`src/rtl/ebrh_pkg.sv`:
```
package ebrh_pkg;

  // ****************************************************************
  // register map: printed indices, byte address is four times index
  // ****************************************************************
  localparam logic [1:0] EBRH_IDX_DATA = 2'h0;
  localparam logic [1:0] EBRH_IDX_MASK = 2'h2;
  localparam logic [1:0] EBRH_IDX_EDGE = 2'h3;
  localparam int         EBRH_AW       = 4;
  localparam logic [EBRH_AW-1:0] EBRH_ADR_DATA = {EBRH_IDX_DATA, 2'b00};
  localparam logic [EBRH_AW-1:0] EBRH_ADR_MASK = {EBRH_IDX_MASK, 2'b00};
  localparam logic [EBRH_AW-1:0] EBRH_ADR_EDGE = {EBRH_IDX_EDGE, 2'b00};

  // ****************************************************************
  // field positions and reset values
  // ****************************************************************
  localparam int         EBRH_BIT_PORT   = 0;
  localparam logic       EBRH_RST_REQ    = 1'b0;
  localparam logic       EBRH_RST_EDGE   = 1'b0;
  localparam logic       EBRH_RST_MASK   = 1'b0;
  localparam logic [31:0] EBRH_RST_RDATA = 32'h0000_0000;

  // ****************************************************************
  // timing
  // ****************************************************************
  localparam int          EBRH_CLK_MHZ       = 100;
  localparam int          EBRH_TAKEN_PER_NS  = 160;
  localparam int          EBRH_TAKEN_PER_CYC = (EBRH_TAKEN_PER_NS * EBRH_CLK_MHZ) / 1000;
  localparam logic [7:0]  EBRH_TAKEN_PER     = 8'(EBRH_TAKEN_PER_CYC);
  localparam logic [7:0]  EBRH_CNT_RST       = 8'h00;

  // core boot address, first word of program memory
  localparam logic [31:0] EBRH_RESET_ADDR = 32'h0000_0000;

  // ****************************************************************
  // types
  // ****************************************************************
  typedef enum logic [1:0] {
    EBRH_RUN,
    EBRH_DRAIN,
    EBRH_HELD
  } ebrh_core_e;

  typedef struct packed {
    logic               cyc;
    logic               stb;
    logic               we;
    logic [3:0]         sel;
    logic [EBRH_AW-1:0] adr;
    logic [31:0]        dat;
  } ebrh_wb_req_s;

  typedef struct packed {
    logic        ack;
    logic [31:0] dat;
  } ebrh_wb_rsp_s;

endpackage

```
`src/rtl/ebrh_top.sv`:
```
// The register offsets and register access over Wishbone were decided locally.
`timescale 1ns/100ps
// Summary of operation
// - core reset request resets only the core
// - core drains pipeline before entering reset
// - reset acknowledge is one-cycle pulse
// - acknowledge repeats periodically while request held
// - core restarts fetching at reset address
// - port output bit drives core reset request
// - rising edge on input sets capture bit
// - capture bit stays set until cleared
// - one-bit port, output request, input acknowledge
// - any write to edge register clears it; a rising edge in the same cycle wins
// - output data register at offset zero
module ebrh_top
(
  // clock and reset
  input  wire logic                  clk_i,
  input  wire logic                  rst_b_i,
  input  wire logic                  ce_i,
  // wishbone slave
  input  wire ebrh_pkg::ebrh_wb_req_s wb_req_i,
  output      ebrh_pkg::ebrh_wb_rsp_s wb_rsp_o,
  // core side
  input  wire logic                  core_pipe_empty_i,
  output      logic                  core_reset_o,
  output      logic                  reset_taken_o,
  output      logic                  boot_fetch_o,
  output      logic [31:0]           boot_addr_o,
  // interrupt
  output      logic                  irq_o
);
  import ebrh_pkg::*;

  // ****************************************************************
  // bus decode
  // ****************************************************************
  logic access;
  logic wr;
  logic rd;
  logic ack_q;

  assign access = wb_req_i.cyc & wb_req_i.stb & ~ack_q;
  // writes land on the acking edge, while the master still holds the request
  assign wr     = wb_req_i.cyc & wb_req_i.stb & wb_req_i.we & ack_q;
  assign rd     = access & ~wb_req_i.we;

  // ****************************************************************
  // port registers
  // ****************************************************************
  logic req_q;
  logic edge_q;
  logic mask_q;
  logic taken_q;
  logic taken_prev_q;
  logic rise;

  // held until host writes zero; only the core sees this reset
  always_ff @(posedge clk_i or negedge rst_b_i)
  begin
    if (!rst_b_i)
      req_q <= EBRH_RST_REQ;
    else if (ce_i && wr && wb_req_i.adr == EBRH_ADR_DATA && wb_req_i.sel[0])
      req_q <= wb_req_i.dat[EBRH_BIT_PORT];
  end

  always_ff @(posedge clk_i or negedge rst_b_i)
  begin
    if (!rst_b_i)
      mask_q <= EBRH_RST_MASK;
    else if (ce_i && wr && wb_req_i.adr == EBRH_ADR_MASK && wb_req_i.sel[0])
      mask_q <= wb_req_i.dat[EBRH_BIT_PORT];
  end

  // port input bit is the acknowledge pulse, sampled once more for edges
  always_ff @(posedge clk_i or negedge rst_b_i)
  begin
    if (!rst_b_i)
      taken_prev_q <= 1'b0;
    else if (ce_i)
      taken_prev_q <= taken_q;
  end

  assign rise = taken_q & ~taken_prev_q;

  // set beats clear so a pulse landing on the clearing write is kept
  always_ff @(posedge clk_i or negedge rst_b_i)
  begin
    if (!rst_b_i)
      edge_q <= EBRH_RST_EDGE;
    else if (ce_i)
    begin
      if (rise)
        edge_q <= 1'b1;
      else if (wr && wb_req_i.adr == EBRH_ADR_EDGE)
        edge_q <= 1'b0;
    end
  end

  always_ff @(posedge clk_i or negedge rst_b_i)
  begin
    if (!rst_b_i)
      irq_o <= 1'b0;
    else if (ce_i)
      irq_o <= edge_q & mask_q;
  end

  // ****************************************************************
  // bus answer
  // ****************************************************************
  logic [31:0] rdata;

  always_comb
  begin
    rdata = EBRH_RST_RDATA;
    unique case (wb_req_i.adr)
      EBRH_ADR_DATA: rdata[EBRH_BIT_PORT] = taken_q;
      EBRH_ADR_MASK: rdata[EBRH_BIT_PORT] = mask_q;
      EBRH_ADR_EDGE: rdata[EBRH_BIT_PORT] = edge_q;
      default:       rdata = EBRH_RST_RDATA;
    endcase
  end

  // unmapped addresses still ack, reading zero and ignoring writes
  always_ff @(posedge clk_i or negedge rst_b_i)
  begin
    if (!rst_b_i)
      ack_q <= 1'b0;
    else if (ce_i)
      ack_q <= access;
  end

  logic [31:0] rdat_q;

  always_ff @(posedge clk_i or negedge rst_b_i)
  begin
    if (!rst_b_i)
      rdat_q <= EBRH_RST_RDATA;
    else if (ce_i && rd)
      rdat_q <= rdata;
  end

  // one driver for the whole response word
  assign wb_rsp_o = '{ack: ack_q, dat: rdat_q};

  // ****************************************************************
  // core reset sequencer
  // ****************************************************************
  ebrh_core_e  state_q;
  logic [7:0]  per_q;

  always_ff @(posedge clk_i or negedge rst_b_i)
  begin
    if (!rst_b_i)
      state_q <= EBRH_RUN;
    else if (ce_i)
    begin
      unique case (state_q)
        EBRH_RUN:
          if (req_q)
            state_q <= EBRH_DRAIN;
        EBRH_DRAIN:
          if (core_pipe_empty_i)
            state_q <= EBRH_HELD;
        EBRH_HELD:
          if (!req_q)
            state_q <= EBRH_RUN;
      endcase
    end
  end

  // no system reset here: only the core is held
  always_ff @(posedge clk_i or negedge rst_b_i)
  begin
    if (!rst_b_i)
      core_reset_o <= 1'b0;
    else if (ce_i)
      core_reset_o <= (state_q == EBRH_HELD) & req_q;
  end

  // one-cycle pulse on arrival, then again every period while held
  always_ff @(posedge clk_i or negedge rst_b_i)
  begin
    if (!rst_b_i)
      per_q <= EBRH_CNT_RST;
    else if (ce_i)
    begin
      if (state_q != EBRH_HELD || per_q == EBRH_TAKEN_PER - 8'h01)
        per_q <= EBRH_CNT_RST;
      else
        per_q <= per_q + 8'h01;
    end
  end

  always_ff @(posedge clk_i or negedge rst_b_i)
  begin
    if (!rst_b_i)
      taken_q <= 1'b0;
    else if (ce_i)
      taken_q <= (state_q == EBRH_DRAIN && core_pipe_empty_i)
              || (state_q == EBRH_HELD && req_q && per_q == EBRH_TAKEN_PER - 8'h01);
  end

  assign reset_taken_o = taken_q;

  // release: restart strobe and fixed boot address
  always_ff @(posedge clk_i or negedge rst_b_i)
  begin
    if (!rst_b_i)
      boot_fetch_o <= 1'b0;
    else if (ce_i)
      boot_fetch_o <= (state_q == EBRH_HELD) & ~req_q;
  end

  always_ff @(posedge clk_i or negedge rst_b_i)
  begin
    if (!rst_b_i)
      boot_addr_o <= EBRH_RESET_ADDR;
    else if (ce_i)
      boot_addr_o <= EBRH_RESET_ADDR;
  end

endmodule

```
`config.mk`:
```
export PLATFORM = sky130hd
export DESIGN_NAME = ebrh_top
export DESIGN_NICKNAME = d
export VERILOG_FILES = /design/src/rtl/ebrh_pkg.sv /design/src/rtl/ebrh_top.sv
export SDC_FILE = /design/constraint.sdc
export NUM_CORES = 1
export LEC_CHECK = 0
export BUFFER_PORTS_ARGS = -buffer_cell sky130_fd_sc_hd__buf_2
export CORE_MARGIN = 2
export CORE_UTILIZATION = 44
export DETAILED_ROUTE_END_ITERATION = 10
export PLACE_DENSITY = 0.87
export SLEW_MARGIN = 20
export SYNTH_ARGS = -nofsm -noshare
export SYNTH_HDL_FRONTEND = slang
export SYNTH_SLANG_ARGS = --single-unit
export TNS_END_PERCENT = 100
```
`constraint.sdc`:
```
create_clock -name clk_i -period 2.2 [get_ports clk_i]
set_input_delay 0 -clock clk_i [delete_from_list [all_inputs] [get_ports clk_i]]
set_output_delay 0 -clock clk_i [all_outputs]
set_load 0.02 [all_outputs]
```
==> results.ini <==
[sta]
maxSlewViolCount=0
finalSetupViolCount=0
hold_violations=0
hold_slack_ns=0.00312
tns_ns=0
fmax_mhz=561
timing.final.crit_share_pct=81.0
rsz0062_at_grt=no
finalCriticalPeriod_ns=1.78
finClkSkew_ns=0.00542

[floorplanning]
core_area_mm2=0.00336
die-area_mm2=0.00404
ios=116
start_util_pct=46.4
rows=21
die_y_um=63.6
dieWidth_um=63.6

[yosys]
ys_ff_latch=20
ys_types=38
synth_top_area_share_pct=32.1
synth_edf_count=0
syn-instance-count=167
postSynth.asyncResetShare_pct=100
ys.flop_type=dfrtp_1
syn_area_mm2=0.00156
ys_top_cells_by_area=dfrtp_1 32%, buf_4 31%, ha_1 4.0%, nand2_1 3.1%, mux2_1 2.9%
yosysSeqAreaShare_pct=32.1
yosysTopAreaCell=dfrtp_1
yosysWarnings=0
synth_area_per_cell_um2=9.35

[cells_and_area]
num_antenna_cells=0
area_delta_synth_final_pct=0.961
fill_cells=346
postLayoutCoreUtil_pct=46.9
fin_nets=246
drive_gt1_share_pct=15.5
fin_cells=239

[placed_design]
port_buffers=18
gp_congestion=0.768
placed_cells=228
dp_hpwl_mm=1.91

[critical_path]
startpoint_type=register
reg2reg_depth=5
critPathMaxStageDelay_ns=0.56
crit_arrival_ns=2.00
cp.required_ns=2.42
rr_startpoint=edge_q
cp-end-kind=register
crit_path_top_delay_cell=dlygate4sd3_1
crit_path_end=rdat_q[0]
path_class=register to register
rrSetupSlack_ns=0.42
r2r_end=rdat_q[0]
crit_start=edge_q
crit_chain=mux2_1 > a22oi_1 > nor4_1 > dlygate4sd3_1 > a21o_1
crit_fanout=3

[global_routing]
grt_pass1_vias=927
grt_max_degree=21
grt_overflow=0
grt_pass1_wl_mm=4.09
antenna_found_initial=0
grt_usage_pct=12.4

[clock_tree]
cts-root-buf=clkbuf_4
cts_setup_buffers=0
clockBufferDepth=2
numCtsBuffers=3
htree_levels=1
cts_num_sinks=20
clock_latency_ns=0.31
cts_tree=done
clkTransAtPathRegs_ns=0.12

[detailed_routing]
drt_iter0_markers=25
avgRoutedWirePerCell_um=10.2
via_per_inst=4.31
ant_nets=0
drt_first_pass_iters=4
wl_mm=2.45
vias=1029
drc_errors=0

[outcome]
status=completed

[pwr]
power_uw=1080
power.density_mw_per_mm2=688
p_leak_uw=0.000824
ir_worst_vdd_v=0.000544

[hold_path]
hold_class=input port to register

[flow_run]
cap_violations=0

-- cell usage in the layout (no fill, tap or decap), drive strengths merged --
| cell | count |
|---|---|
| a211oi | 1 |
| a21o | 2 |
| a22oi | 1 |
| a311o | 1 |
| a31oi | 1 |
| and2 | 1 |
| and2b | 1 |
| and3 | 2 |
| and4bb | 1 |
| buf | 19 |
| bufinv | 1 |
| clkbuf | 3 |
| conb | 63 |
| dfrtp | 20 |
| dlygate4sd3 | 7 |
| ha | 5 |
| inv | 7 |
| mux2 | 4 |
| mux2i | 3 |
| nand2 | 13 |
| nand2b | 2 |
| nand3 | 8 |
| nand4 | 2 |
| nand4b | 1 |
| nor2 | 3 |
| nor3 | 1 |
| nor4 | 3 |
| o2111ai | 1 |
| o21ai | 8 |
| o2bb2ai | 4 |
| o311ai | 1 |
| o31ai | 2 |
| or3 | 1 |
-- power breakdown --
part | internal (uW) | switching (uW)
clock | 184 | 120
combinational | 98.5 | 233
sequential | 411 | 37.3
total | 694 | 390
-- routing by layer --
metal	part of all wire [%]	track usage, %	wire length, um	up-vias
met2	52	22.1	1270	55
met1	39	15.1	948	476
met5	0	0	0	-
met4	0.53	1.90	13	0
met3	8.9	3.57	217	2
li1	-	-	-	496
-- layout make-up --
class | count | area, um2 | share of cell area [%]
Clock inverter | 1 | 30.0 | 1.90
Inverter | 7 | 26.3 | 1.67
Multi-Input combinational cell | 136 | 772 | 49.0
Timing Repair Buffer | 26 | 168 | 10.6
Sequential cell | 20 | 500 | 31.7
Clock buffer | 3 | 22.5 | 1.43
Tap cell | 46 | 57.6 | 3.65
-- synth_stat cells, types with 2 or more instances --
master and n:
o31ai_1 2, dfrtp_1 20, o21ai_1 2, nand2b_1 2, mux2i_1 3, ha_1 5, buf_4 64, inv_1 7
o21ai_0 6, nand3_1 7, nand4_1 2, nand2_1 13, o2bb2ai_1 4, mux2_1 4, nor2_1 3
-- registers in the layout, indices dropped and copies added, names as in the netlist --
register	count
core_reset_o	1
irq_o	1
state_q	2
req_q	1
taken_prev_q	1
reset_taken_o	1
mask_q	1
boot_fetch_o	1
ack_q	1
rdat_q	1
edge_q	1
per_q	8
-- timing repair --
item                                    CTS  global route
hold endpoints to repair                 25             0
hold buffers                              7             0
resized for setup                         0             0
endpoints found under the setup margin    0             0
-- cells by family after synthesis --
kind of cell	Yosys count	share of synthesized area, %
AOI/OAI and AO/OA	22	10.3
adders and majority gates	5	4.01
buffers and inverters	73	33.4
DFF	20	32.1
muxes	7	4.81
other	1	0.240
and+or+nand+nor	39	15.1
-- worst min-delay path by stage --
stage,start,end,slack [ns],cells past startpoint
after global routing,wb_req_i[35],edge_q,0.02,3
after global placement,rst_b_i,per_q[1],-0.03,1
after detailed placement,rst_b_i,per_q[1],-0.03,1
after floorplan,rst_b_i,ack_q,-0.30,0
final,wb_req_i[35],edge_q,0.003,3
after CTS,wb_req_i[35],edge_q,0.005,3
-- worst max-delay path, delay by kind of cell, from the launching register on --
family          cells  cell delay (ns)
flops               1             0.41
buf+inv             1             0.56
compound gates      2             0.35
mux                 1             0.30
simple gates        1             0.06
-- through the flow --
step | area, um2 | setup WS [ns]
after CTS | 1580 | 0.439
after global placement | 1450 | 0.672
after floorplan | 1790 | 0.732
after detailed placement | 1450 | 0.643
final | 1580 | 0.418
after global routing | 1580 | 0.370
Note: power is estimated with default switching activity, not from simulation.
